===== src/shared/tws_pkg.sv =====
// constants, register map and state type for the two-wire slave receiver
package tws_pkg;
  // register byte offsets on the apb side
  localparam logic [7:0] OFF_CTRL = 8'h00;
  localparam logic [7:0] OFF_ADDR = 8'h04;
  localparam logic [7:0] OFF_STAT = 8'h08;
  localparam logic [7:0] OFF_DATA = 8'h0C;
  // serial_control bit positions
  localparam int CB_FLAG = 7;
  localparam int CB_ACK = 6;
  localparam int CB_STA = 5;
  localparam int CB_STO = 4;
  localparam int CB_WC = 3;
  localparam int CB_EN = 2;
  localparam int CB_IE = 0;
  // own_slave_address layout
  localparam int AB_GCE = 0;
  // reset values
  localparam logic [7:0] CTRL_RST = 8'h00;
  localparam logic [7:0] ADDR_RST = 8'h00;
  localparam logic [7:0] DATA_RST = 8'h00;
  // status codes, prescaler bits always zero
  localparam logic [7:0] ST_NONE = 8'hF8;
  localparam logic [7:0] ST_OWN_ACK = 8'h60;
  localparam logic [7:0] ST_ARB_OWN = 8'h68;
  localparam logic [7:0] ST_GC_ACK = 8'h70;
  localparam logic [7:0] ST_ARB_GC = 8'h78;
  localparam logic [7:0] ST_OWN_DATA = 8'h80;
  localparam logic [7:0] ST_OWN_NACK = 8'h88;
  localparam logic [7:0] ST_GC_DATA = 8'h90;
  localparam logic [7:0] ST_GC_NACK = 8'h98;
  localparam logic [2:0] ST_PRESC_MASK = 3'h7;
  // bus constants
  localparam logic [6:0] GC_ADDR = 7'h00;
  localparam logic RW_WRITE = 1'b0;
  localparam logic [2:0] LAST_BIT = 3'h7;
  typedef enum logic [2:0] {
    TWS_IDLE = 3'b000,
    TWS_ADDR = 3'b001,
    TWS_DATA = 3'b011,
    TWS_ACKF = 3'b010,
    TWS_ACKD = 3'b110,
    TWS_HOLD = 3'b111
  } tws_state_t;
endpackage


===== src/rtl/tws_line_mon.sv =====
// bus line synchroniser with edge, start and stop detection
module tws_line_mon (
  // clock and reset
  input wire logic pclk,
  input wire logic presetn,
  // raw bus levels
  input wire logic scl_in,
  input wire logic sda_in,
  // synchronised levels and events
  output logic scl_s,
  output logic sda_s,
  output logic scl_rise,
  output logic scl_fall,
  output logic start_det,
  output logic stop_det
);
  logic scl_m_r;
  logic sda_m_r;
  logic scl_s_r;
  logic sda_s_r;
  logic scl_d_r;
  logic sda_d_r;

  // idle bus is high, so the flops reset to one
  always_ff @(posedge pclk or negedge presetn)
  begin
    if (!presetn)
    begin
      scl_m_r <= 1'b1;
      sda_m_r <= 1'b1;
      scl_s_r <= 1'b1;
      sda_s_r <= 1'b1;
      scl_d_r <= 1'b1;
      sda_d_r <= 1'b1;
    end
    else
    begin
      scl_m_r <= scl_in;
      sda_m_r <= sda_in;
      scl_s_r <= scl_m_r;
      sda_s_r <= sda_m_r;
      scl_d_r <= scl_s_r;
      sda_d_r <= sda_s_r;
    end
  end

  assign scl_s = scl_s_r;
  assign sda_s = sda_s_r;
  assign scl_rise = scl_s_r & ~scl_d_r;
  assign scl_fall = ~scl_s_r & scl_d_r;
  // sda moving while scl stays high marks start or stop
  assign start_det = scl_s_r & scl_d_r & sda_d_r & ~sda_s_r;
  assign stop_det = scl_s_r & scl_d_r & ~sda_d_r & sda_s_r;
endmodule


===== src/rtl/tws_slave_rx.sv =====
// two-wire slave receiver with apb register access
// What this block does
// - upper seven address bits are own address
// - address lsb enables general call answer
// - write direction enters receive, read does not
// - address plus write sets flag and status
// - lost arbitration reports 0x68 or 0x78
// - cleared ack enable gives nack next byte
// - no ack enable, no address answer
// - sleeping, still match address and wake
// - hold scl low until flag cleared
// - data register not loaded while asleep
// - own address write acked reports 0x60
// - general call acked reports 0x70
// - data acked reports 0x80 or 0x90
// - flag clear receives next byte, ack per enable
// - nacked data 0x88/0x98 then not addressed
// - re-match needs ack enable, gc enable
// - start request written with the flag clear that leaves addressed mode issues start when bus free
//
// Implementation choices: the APB interface to the registers and the placing of the registers.
module tws_slave_rx #(
  parameter int ADDR_W = 8
) (
  // clock and reset
  input wire logic pclk,
  input wire logic presetn,
  // apb slave
  input wire logic psel,
  input wire logic penable,
  input wire logic pwrite,
  input wire logic [ADDR_W-1:0] paddr,
  input wire logic [31:0] pwdata,
  output logic [31:0] prdata,
  output logic pready,
  output logic pslverr,
  // bus pins, open drain
  input wire logic scl_in,
  output logic scl_out,
  output logic scl_oe,
  input wire logic sda_in,
  output logic sda_out,
  output logic sda_oe,
  // system side
  input wire logic sleep_deep,
  input wire logic arb_lost,
  output logic wake_req,
  output logic start_issue
);
  tws_pkg::tws_state_t state_r;
  tws_pkg::tws_state_t state_nxt;
  logic scl_s;
  logic sda_s;
  logic scl_rise;
  logic scl_fall;
  logic start_det;
  logic stop_det;
  logic flag_r;
  logic ack_en_r;
  logic sta_r;
  logic sto_r;
  logic wc_r;
  logic en_r;
  logic ie_r;
  logic [7:0] own_addr_r;
  logic [7:0] status_r;
  logic [7:0] data_r;
  logic [31:0] prdata_r;
  logic [2:0] cnt_r;
  logic [2:0] cnt_nxt;
  logic [7:0] shift_r;
  logic [7:0] shift_nxt;
  logic gc_r;
  logic gc_nxt;
  logic arb_r;
  logic arb_nxt;
  logic ack_bit_r;
  logic ack_bit_nxt;
  logic addr_byte_r;
  logic addr_byte_nxt;
  logic sda_oe_r;
  logic sda_oe_nxt;
  logic wake_r;
  logic start_pend_r;
  logic start_pend_nxt;
  logic bus_free_r;
  logic start_issue_r;
  logic flag_set;
  logic load_data;

  tws_line_mon u_mon (
    .pclk(pclk),
    .presetn(presetn),
    .scl_in(scl_in),
    .sda_in(sda_in),
    .scl_s(scl_s),
    .sda_s(sda_s),
    .scl_rise(scl_rise),
    .scl_fall(scl_fall),
    .start_det(start_det),
    .stop_det(stop_det)
  );

  // apb decode, zero wait states
  wire setup_ph = psel & ~penable;
  wire acc_wr = psel & penable & pwrite;
  wire sel_ctrl = (paddr == ADDR_W'(tws_pkg::OFF_CTRL));
  wire sel_addr = (paddr == ADDR_W'(tws_pkg::OFF_ADDR));
  wire sel_stat = (paddr == ADDR_W'(tws_pkg::OFF_STAT));
  wire sel_data = (paddr == ADDR_W'(tws_pkg::OFF_DATA));
  wire hit = sel_ctrl | sel_addr | sel_stat | sel_data;
  wire wr_ctrl = acc_wr & sel_ctrl;
  wire wr_addr = acc_wr & sel_addr;
  wire wr_data = acc_wr & sel_data;
  wire sw_clr = wr_ctrl & pwdata[tws_pkg::CB_FLAG];
  wire [7:0] ctrl_rd = {flag_r, ack_en_r, sta_r, sto_r, wc_r, en_r, 1'b0, ie_r};
  wire [7:0] rd_byte = sel_ctrl ? ctrl_rd :
                       sel_addr ? own_addr_r :
                       sel_stat ? status_r :
                       sel_data ? data_r : 8'h00;
  assign pready = 1'b1;
  assign pslverr = psel & penable & ~hit;
  assign prdata = prdata_r;

  // incoming byte and address matching
  wire [7:0] byte_in = {shift_r[6:0], sda_s};
  wire byte_done = scl_rise & (cnt_r == tws_pkg::LAST_BIT);
  wire own_hit = ack_en_r & (byte_in[7:1] == own_addr_r[7:1]);
  wire gc_hit = ack_en_r & own_addr_r[tws_pkg::AB_GCE]
                & (byte_in[7:1] == tws_pkg::GC_ADDR);
  wire wr_dir = (byte_in[0] == tws_pkg::RW_WRITE);
  // general call and own address share the code table layout
  wire [7:0] addr_code = gc_r ? (arb_r ? tws_pkg::ST_ARB_GC : tws_pkg::ST_GC_ACK)
                              : (arb_r ? tws_pkg::ST_ARB_OWN : tws_pkg::ST_OWN_ACK);
  wire [7:0] data_code = gc_r ? (ack_bit_r ? tws_pkg::ST_GC_DATA : tws_pkg::ST_GC_NACK)
                              : (ack_bit_r ? tws_pkg::ST_OWN_DATA : tws_pkg::ST_OWN_NACK);
  wire [7:0] st_code = (addr_byte_r ? addr_code : data_code)
                       & {5'h1F, ~tws_pkg::ST_PRESC_MASK};

  always_comb
  begin
    state_nxt = state_r;
    cnt_nxt = cnt_r;
    shift_nxt = shift_r;
    gc_nxt = gc_r;
    arb_nxt = arb_r;
    ack_bit_nxt = ack_bit_r;
    addr_byte_nxt = addr_byte_r;
    sda_oe_nxt = sda_oe_r;
    start_pend_nxt = start_pend_r;
    flag_set = 1'b0;
    load_data = 1'b0;
    case (state_r)
      tws_pkg::TWS_ADDR, tws_pkg::TWS_DATA:
      begin
        if (scl_rise)
        begin
          shift_nxt = byte_in;
          cnt_nxt = cnt_r + 3'h1;
        end
        if (byte_done && state_r == tws_pkg::TWS_ADDR)
        begin
          if (wr_dir && (own_hit || gc_hit))
          begin
            state_nxt = tws_pkg::TWS_ACKF;
            ack_bit_nxt = 1'b1;
            gc_nxt = ~own_hit;
            arb_nxt = arb_lost;
            addr_byte_nxt = 1'b1;
            load_data = ~sleep_deep;
          end
          else
          begin
            state_nxt = tws_pkg::TWS_IDLE;
          end
        end
        else if (byte_done)
        begin
          state_nxt = tws_pkg::TWS_ACKF;
          ack_bit_nxt = ack_en_r;
          addr_byte_nxt = 1'b0;
          load_data = ~sleep_deep;
        end
      end
      tws_pkg::TWS_ACKF:
      begin
        if (scl_fall)
        begin
          state_nxt = tws_pkg::TWS_ACKD;
          sda_oe_nxt = ack_bit_r;
        end
      end
      tws_pkg::TWS_ACKD:
      begin
        if (scl_fall)
        begin
          state_nxt = tws_pkg::TWS_HOLD;
          sda_oe_nxt = 1'b0;
          flag_set = 1'b1;
        end
      end
      tws_pkg::TWS_HOLD:
      begin
        if (sw_clr)
        begin
          cnt_nxt = 3'h0;
          if (!ack_bit_r || pwdata[tws_pkg::CB_STO])
          begin
            state_nxt = tws_pkg::TWS_IDLE;
            start_pend_nxt = pwdata[tws_pkg::CB_STA];
          end
          else
          begin
            state_nxt = tws_pkg::TWS_DATA;
          end
        end
      end
      default:
      begin
        state_nxt = tws_pkg::TWS_IDLE;
      end
    endcase
    // framing events override the byte engine, except while stretching
    if (start_det && state_r != tws_pkg::TWS_HOLD)
    begin
      state_nxt = tws_pkg::TWS_ADDR;
      cnt_nxt = 3'h0;
      sda_oe_nxt = 1'b0;
    end
    else if (stop_det && state_r != tws_pkg::TWS_HOLD)
    begin
      state_nxt = tws_pkg::TWS_IDLE;
      sda_oe_nxt = 1'b0;
    end
    if (!en_r)
    begin
      state_nxt = tws_pkg::TWS_IDLE;
      sda_oe_nxt = 1'b0;
      flag_set = 1'b0;
      load_data = 1'b0;
    end
    if (start_pend_r && bus_free_r)
    begin
      start_pend_nxt = 1'b0;
    end
  end

  always_ff @(posedge pclk or negedge presetn)
  begin
    if (!presetn)
    begin
      state_r <= tws_pkg::TWS_IDLE;
      cnt_r <= 3'h0;
      shift_r <= 8'h00;
      gc_r <= 1'b0;
      arb_r <= 1'b0;
      ack_bit_r <= 1'b0;
      addr_byte_r <= 1'b0;
      sda_oe_r <= 1'b0;
      start_pend_r <= 1'b0;
    end
    else
    begin
      state_r <= state_nxt;
      cnt_r <= cnt_nxt;
      shift_r <= shift_nxt;
      gc_r <= gc_nxt;
      arb_r <= arb_nxt;
      ack_bit_r <= ack_bit_nxt;
      addr_byte_r <= addr_byte_nxt;
      sda_oe_r <= sda_oe_nxt;
      start_pend_r <= start_pend_nxt;
    end
  end

  // control bits; a hardware set beats a same-cycle software clear
  always_ff @(posedge pclk or negedge presetn)
  begin
    if (!presetn)
    begin
      flag_r <= tws_pkg::CTRL_RST[tws_pkg::CB_FLAG];
      ack_en_r <= tws_pkg::CTRL_RST[tws_pkg::CB_ACK];
      sta_r <= tws_pkg::CTRL_RST[tws_pkg::CB_STA];
      sto_r <= tws_pkg::CTRL_RST[tws_pkg::CB_STO];
      en_r <= tws_pkg::CTRL_RST[tws_pkg::CB_EN];
      ie_r <= tws_pkg::CTRL_RST[tws_pkg::CB_IE];
    end
    else
    begin
      flag_r <= flag_set | (flag_r & ~sw_clr);
      if (wr_ctrl)
      begin
        ack_en_r <= pwdata[tws_pkg::CB_ACK];
        sta_r <= pwdata[tws_pkg::CB_STA];
        sto_r <= pwdata[tws_pkg::CB_STO];
        en_r <= pwdata[tws_pkg::CB_EN];
        ie_r <= pwdata[tws_pkg::CB_IE];
      end
      else if (sto_r)
      begin
        sto_r <= 1'b0;
      end
    end
  end

  // data, address, status and collision registers
  always_ff @(posedge pclk or negedge presetn)
  begin
    if (!presetn)
    begin
      own_addr_r <= tws_pkg::ADDR_RST;
      data_r <= tws_pkg::DATA_RST;
      status_r <= tws_pkg::ST_NONE;
      wc_r <= 1'b0;
    end
    else
    begin
      if (wr_addr)
        own_addr_r <= pwdata[7:0];
      if (load_data)
        data_r <= byte_in;
      else if (wr_data && flag_r)
        data_r <= pwdata[7:0];
      if (flag_set)
        status_r <= st_code;
      else if (sw_clr)
        status_r <= tws_pkg::ST_NONE;
      // writing data while the bus owns it is a collision
      if (wr_data)
        wc_r <= ~flag_r;
    end
  end

  // sleep wake, bus-free tracking and read data capture
  always_ff @(posedge pclk or negedge presetn)
  begin
    if (!presetn)
    begin
      wake_r <= 1'b0;
      bus_free_r <= 1'b1;
      start_issue_r <= 1'b0;
      prdata_r <= 32'h0000_0000;
    end
    else
    begin
      if (flag_set && addr_byte_r && sleep_deep)
        wake_r <= 1'b1;
      else if (sw_clr)
        wake_r <= 1'b0;
      if (start_det)
        bus_free_r <= 1'b0;
      else if (stop_det)
        bus_free_r <= 1'b1;
      start_issue_r <= start_pend_r & bus_free_r;
      // captured in setup so the access phase sees stable data
      if (setup_ph)
        prdata_r <= {24'h00_0000, rd_byte};
    end
  end

  assign scl_oe = (state_r == tws_pkg::TWS_HOLD);
  assign scl_out = 1'b0;
  assign sda_oe = sda_oe_r;
  assign sda_out = 1'b0;
  assign wake_req = wake_r;
  assign start_issue = start_issue_r;
endmodule


===== config.mk =====
export PLATFORM = sky130hd
export DESIGN_NAME = tws_slave_rx
export DESIGN_NICKNAME = d
export VERILOG_FILES = /design/src/shared/tws_pkg.sv /design/src/rtl/tws_line_mon.sv /design/src/rtl/tws_slave_rx.sv
export SDC_FILE = /design/constraint.sdc
export NUM_CORES = 1
export LEC_CHECK = 0
export ABC_AREA = 1
export BUFFER_PORTS_ARGS = -buffer_cell sky130_fd_sc_hd__buf_2
export CAP_MARGIN = 40
export CORE_MARGIN = 2
export CORE_UTILIZATION = 50
export CTS_CLUSTER_DIAMETER = 40
export DETAILED_ROUTE_END_ITERATION = 10
export PLACE_DENSITY = 0.76
export SLEW_MARGIN = 10
export SYNTH_ARGS = -nofsm -noshare
export SYNTH_HDL_FRONTEND = slang
export SYNTH_HIERARCHICAL = 1
export SYNTH_SLANG_ARGS = --single-unit

===== constraint.sdc =====
create_clock -name pclk -period 4.7 [get_ports pclk]
set_input_delay 0.47 -clock pclk [delete_from_list [all_inputs] [get_ports pclk]]
set_output_delay 0.47 -clock pclk [all_outputs]
set_load 0.02 [all_outputs]

## After elaboration in Yosys (flattened, before gate mapping)

Cells that the tools add are included.

- Bitwise gates (word level): 35
- $add $sub $neg: 1
- Mux-type cells: 58
- Reductions and logical operators: 30
- Equality and inequality tests: 19

Operators by type and width:

| kind | number |
|---|---|
| two-way mux 8 bit | 9 |
| two-way mux 3 bit | 11 |
| two-way mux 1 bit | 27 |
| AND 1 bit | 21 |
| equality test 8 x 4 -> 1 bit (second input constant) | 2 |
| two-way mux 4 bit | 4 |
| nonzero test 2 bit | 8 |
| AND reduction 3 bit | 5 |
| one-hot mux 3 bit (4 select lines) | 1 |
| two-way mux 5 bit | 2 |
| inequality test 5 bit (second input constant) | 2 |
| NOT 1 bit | 10 |
| equality test 3 bit (second input constant) | 3 |
| equality test 8 x 3 -> 1 bit (second input constant) | 1 |
| logical AND 1 bit | 8 |
| zero test 8 bit | 1 |
| equality test 7 bit | 1 |
| zero test 7 bit | 1 |
| equality test 3 x 2 -> 1 bit (second input constant) | 2 |
| inequality test 3 bit (second input constant) | 2 |
| inequality test 6 bit (second input constant) | 1 |
| one-hot mux 3 bit (2 select lines) | 1 |
| inequality test 5 x 1 -> 1 bit (second input constant) | 1 |
| inequality test 5 x 2 -> 1 bit (second input constant) | 1 |
| 13 further kinds | 18 |

- Output and inout port bits: 40
- Logic and storage cells: 172
- Bits of input ports: 49
- Flip-flop bits (word level): 67

## Depth between registers and ports, before layout

- Depth in word-level cells: 10
- Depth in mapped cells: 14
- Depth with buffers taken out: 14

## By module

Netlist, hierarchy kept.

By module, submodules not included:

| module | instances | cells an instance | sequential area each (um2) | area each (um2) |
|---|---|---|---|---|
| tws_slave_rx | 1 | 415 | 1,432.6 | 3,204.3 |
| tws_line_mon | 1 | 17 | 157.7 | 198.9 |

## Least setup slack after synthesis

No wires, ideal clock.

- Kind: register -> register
- Start point: reg cnt_r[0]
- End point: reg state_r[0]
- Arrival time: 1,612 ps
- Buffers on the path: 0
- Cell stages (with the launch flop): 11
- Clock period less this slack: 1,743 ps
- Setup time: 131 ps
- Setup slack: 2,957 ps
- Cells stage by stage: dfrtp_1 ha_1 ha_1 nand2_1 clkinv_1 o22ai_1 nand4_1 nand2_1 inv_2 nand3_1 o21ai_0

- Word-level cells in the longest chain between the ends: 8

RTL lines:

| item | line | text |
|---|---|---|
| start, declared | tws_slave_rx.sv:69 | `logic [2:0] cnt_r;` |
| start signal, assigned | tws_slave_rx.sv:265 | `cnt_r <= cnt_nxt;` |
| equality test 3 bit * | tws_slave_rx.sv:127 | `wire byte_done = scl_rise & (cnt_r == tws_pkg::LAST_BIT);` |
| AND 1 bit * | tws_slave_rx.sv:127 |  |
| logical AND 1 bit | tws_slave_rx.sv:161 | `if (byte_done && state_r == tws_pkg::TWS_ADDR)` |
| two-way mux 3 bit | tws_slave_rx.sv:161 |  |
| one-hot mux 3 bit (4 select lines) | tws_slave_rx.sv:153 | `case (state_r)` |
| two-way mux 3 bit | tws_slave_rx.sv:230 | `else if (stop_det && state_r != tws_pkg::TWS_HOLD)` |
| two-way mux 3 bit | tws_slave_rx.sv:224 | `if (start_det && state_r != tws_pkg::TWS_HOLD)` |
| two-way mux 3 bit | tws_slave_rx.sv:235 | `if (!en_r)` |
| end signal, assigned | tws_slave_rx.sv:252 | `state_r <= tws_pkg::TWS_IDLE;` |
| end signal, assigned | tws_slave_rx.sv:264 | `state_r <= state_nxt;` |
| end, declared | tws_slave_rx.sv:50 | `tws_pkg::tws_state_t state_r;` |

Mark *: on every way between the ends. The rest lies on a longest branch, timed or not.
A chain may end at the register's enable or synchronous reset.

## Worst setup path in the final report

- Start point: in paddr[1]
- End point: reg data_r[3]

- Word-level cells in the longest chain between the ends: 4

RTL lines:

| item | line | text |
|---|---|---|
| start, declared | tws_slave_rx.sv:32 | `input wire logic [ADDR_W-1:0] paddr,` |
| equality test 8 x 4 -> 1 bit | tws_slave_rx.sv:110 | `wire sel_data = (paddr == ADDR_W'(tws_pkg::OFF_DATA));` |
| AND 1 bit | tws_slave_rx.sv:114 | `wire wr_data = acc_wr & sel_data;` |
| logical AND 1 bit | tws_slave_rx.sv:322 | `else if (wr_data && flag_r)` |
| nonzero test 2 bit (no source line) | -- |  |
| end signal, assigned | tws_slave_rx.sv:312 | `data_r <= tws_pkg::DATA_RST;` |
| end signal, assigned | tws_slave_rx.sv:321 | `data_r <= byte_in;` |
| end signal, assigned | tws_slave_rx.sv:323 | `data_r <= pwdata[7:0];` |
| end, declared | tws_slave_rx.sv:67 | `logic [7:0] data_r;` |

No other way between the ends.

==> impl_summary.log <==
[metrics] status: completed
[metrics] wire length of the first global-routing pass: 12400 um
[metrics] finished layout cell area: 0.00379 sq mm
[metrics] Worst path slowest cell: nor3_2
[metrics] final HPWL from detailed placement: 5290 um
[metrics] setup fix buffers added after clock tree synthesis: 0
[metrics] largest net degree at the start of global routing: 64
[metrics] placed cell areas: 0.00354 sq mm
[metrics] worst min path class: primary input to flop
[metrics] worst reg2reg startpoint: cnt_r[0]
[metrics] EDFF count, synth: 0
[metrics] Gate Count Post-Synth: 432
[metrics] Slew @ Worst Pin: 801 ps
[metrics] period utilisation layout: 0.440
[metrics] Final Hold Vio Count: 0
[metrics] clock transition time at the flip-flop clock pins of the worst setup and hold paths: 70 ps
[metrics] overall via count from detail_route: 2853
[metrics] placer's final routability congestion estimate: 0.920
[metrics] number of global-route vias before repair: 2660
[metrics] Nets: 522
[metrics] antenna cells: 0
[metrics] startpoint of the most critical setup path: paddr[1]
[metrics] critical path's top delay family: simple AND/OR/NAND/NOR gates
[metrics] placeable core area: 0.00668 sq mm
[metrics] minimum clock period: 2070 ps
[metrics] count of buffers inserted at the top-level ports: 37
[metrics] First DRT Iteration DRCs: 271
[metrics] Vias/cell: 5.13
[metrics] clock tree from TritonCTS: built
[metrics] Die Y-Extent: 86.5 um
[metrics] post-detailed-route wirelength per cell: 13.3 um
[metrics] number of DRC violations after detailed routing: 0
[metrics] Max-Cap Viols: 0
[metrics] nature of the critical path endpoint: flop
[metrics] Area growth, synth to finish: 11.4%
[metrics] setup repair after global routing missed its margin: no
[metrics] final core utilization: 0.567
[metrics] count of pins on the block boundary: 89
[metrics] gr usage total: 0.216
[metrics] # setup viols final: 0
[metrics] cells resized by post-CTS repair: 0
[metrics] total power: 0.00121 W
[metrics] number of pins with negative max-slew slack in the final report: 0
[metrics] count of cell types in the netlist: 36
[metrics] maximum frequency from static timing analysis: 483 MHz
[metrics] initial antenna violation count: 0
[metrics] WL final: 7400 um
[metrics] Worst Setup Start Kind: primary input
[metrics] total CTS buffers: 9
[metrics] proportion of synthesized flip-flops having asynchronous set or reset: 1.00
[metrics] Synth area leaders: dfrtp_1, nand2_1, dfstp_2
[metrics] largest buffer count on any clock path: 2
[metrics] WP data required: 4980 ps
[metrics] iteration count of the initial detailed-routing pass: 5
[metrics] die outline width: 86.5 um
[metrics] remaining antenna violation count after routing: 0
[metrics] sum of negative setup slack: 0 ps
[metrics] Mapped Avg Cell Area: 7.88 sq um
[metrics] arrival time worst endpoint: 2350 ps
[metrics] Layout Skew: 9.00 ps
[metrics] relative slew slack: 0.466
[metrics] FF+latch count, synth: 63
[metrics] Root Buffer: clkbuf_8
[metrics] floorplan die area: 0.00748 sq mm
[metrics] worst path cell trace: buf_2 -> or2_1 -> nor2_2 -> inv_2 -> nor3_2 -> nand3_2 -> nor2_1 -> nand2_1 -> nand3_1
[metrics] total congestion overflow after global routing: 0
[metrics] count of hold buffers inserted by post-cts repair: 0
[metrics] pwr dens: 319 mW/mm^2
[metrics] htree depth: 3
[metrics] ratio of cells with drive above 1 in the final layout: 0.179
[metrics] YS warnings: 6
[metrics] initial core utilization: 0.509
[metrics] fill cell instance count of the final layout: 641
[metrics] top fanout value on the critical path: 16
[metrics] HP Start: scl_in
[metrics] IR Drop Worst-Case VDD: 175 uV
[metrics] Setup Crit Path Kind: primary input to flop
[metrics] delay of the slowest cell on the worst path: 530 ps
[metrics] WP buf/inv: 2
[metrics] static leakage power: 1.88 nW
[metrics] Primary FF master, synth: dfrtp_1
[metrics] hold slack: 225 ps
[metrics] number of clock sinks: 63
[metrics] Yosys top cell area share: 0.382
[metrics] Row Count: 30
[metrics] clock insertion delay at the later pin of the skew report: 350 ps
[metrics] sequential area share after synthesis: 0.467
[metrics] top cell type by total area after synthesis: dfrtp_1
[metrics] post-synthesis instance area: 0.00340 sq mm
## power breakdown
part / total (W) / switching, W / internal (W)
Combinational: 0.0000695 / 0.0000534 / 0.0000161
Clock: 0.000578 / 0.000214 / 0.000365
Sequential: 0.000562 / 0.00000687 / 0.000555
## metrics by stage
stage / cells / setup slack (ps)
floorplan: 457 / 2960
global placement: 540 / 2350
detailed placement: 540 / 2300
CTS: 556 / 2630
global route: 556 / 2430
finish: 556 / 2630
## cell usage in the layout (no fill, tap or decap), types with 4 or more instances in the layout
cell / count
a211oi_1: 4
nand2_1: 106
clkbuf_8: 10
nor3_1: 5
dfrtp_1: 52
dfstp_2: 11
nor2_1: 36
inv_2: 4
nand3_1: 24
inv_1: 59
conb_1: 27
o21ai_0: 40
buf_2: 37
a21oi_1: 10
nand4_1: 12
## worst paths after layout
check / to / slack (ps) / depth (start not counted)
min in group asynchronous: state_r[1] / 290 / 2
worst max-delay path: data_r[3] / 2630 / 9
worst max register to register: state_r[0] / 2650 / 10
worst min register to register: u_mon/sda_s / 350 / 0
worst min-delay path: u_mon/scl_m_r / 220 / 1
max in group asynchronous: data_r[6] / 3880 / 2
## final cells by class
cell class / count / area, sq um / area share
Tap cell: 80 / 100 / 0.0264
Multi-Input combinational cell: 294 / 1420 / 0.374
Timing Repair Buffer: 38 / 193 / 0.0508
Inverter: 65 / 244 / 0.0644
Clock inverter: 6 / 108 / 0.0284
Sequential cell: 63 / 1590 / 0.420
Clock buffer: 10 / 138 / 0.0363
## cell usage after synthesis, types with 3 or more instances
master and n:
nand3_1 24, o21ai_0 40, dfrtp_1 52, nor2_1 36, a211oi_1 4, nand4_1 12, a21oi_1 10, dfstp_2 11
inv_2 4, clkbuf_1 3, nand2_1 106, buf_4 27, o21ai_1 3, inv_1 59, nor3_4 3, nor3_1 5
buf_2 4, nand2_2 3
## state kept, by name (all words and copies together), names as in the netlist, 3 cells and up
register and count:
status_r 4, prdata 8, state_r 3, data_r 8, cnt_r 3, own_addr_r 8, shift_r 7
## cell families after synthesis
logic type,Yosys count,synth area share
AOI/OAI and AO/OA,66,0.107
other,2,0.00221
buffers and inverters,100,0.144
DFF,63,0.467
adders and majority gates,2,0.00735
and+or+nand+nor,199,0.272
## layer usage
layer,vias up,global-route usage,share of wire
met4,0,0.0980,0.022
met2,116,0.341,0.46
met1,1322,0.283,0.46
li1,1399,-,-
met3,16,0.0495,0.058
met5,-,0,0
## worst reg2reg max path, delay by kind of cell, from the launching register on
kind | cells | cell delay [ps]
flops | 1 | 400
simple gates | 4 | 420
compound gates | 2 | 330
fa+ha+maj | 2 | 370
buf+inv | 2 | 390
No activity file was read; power rests on OpenSTA's default activity.
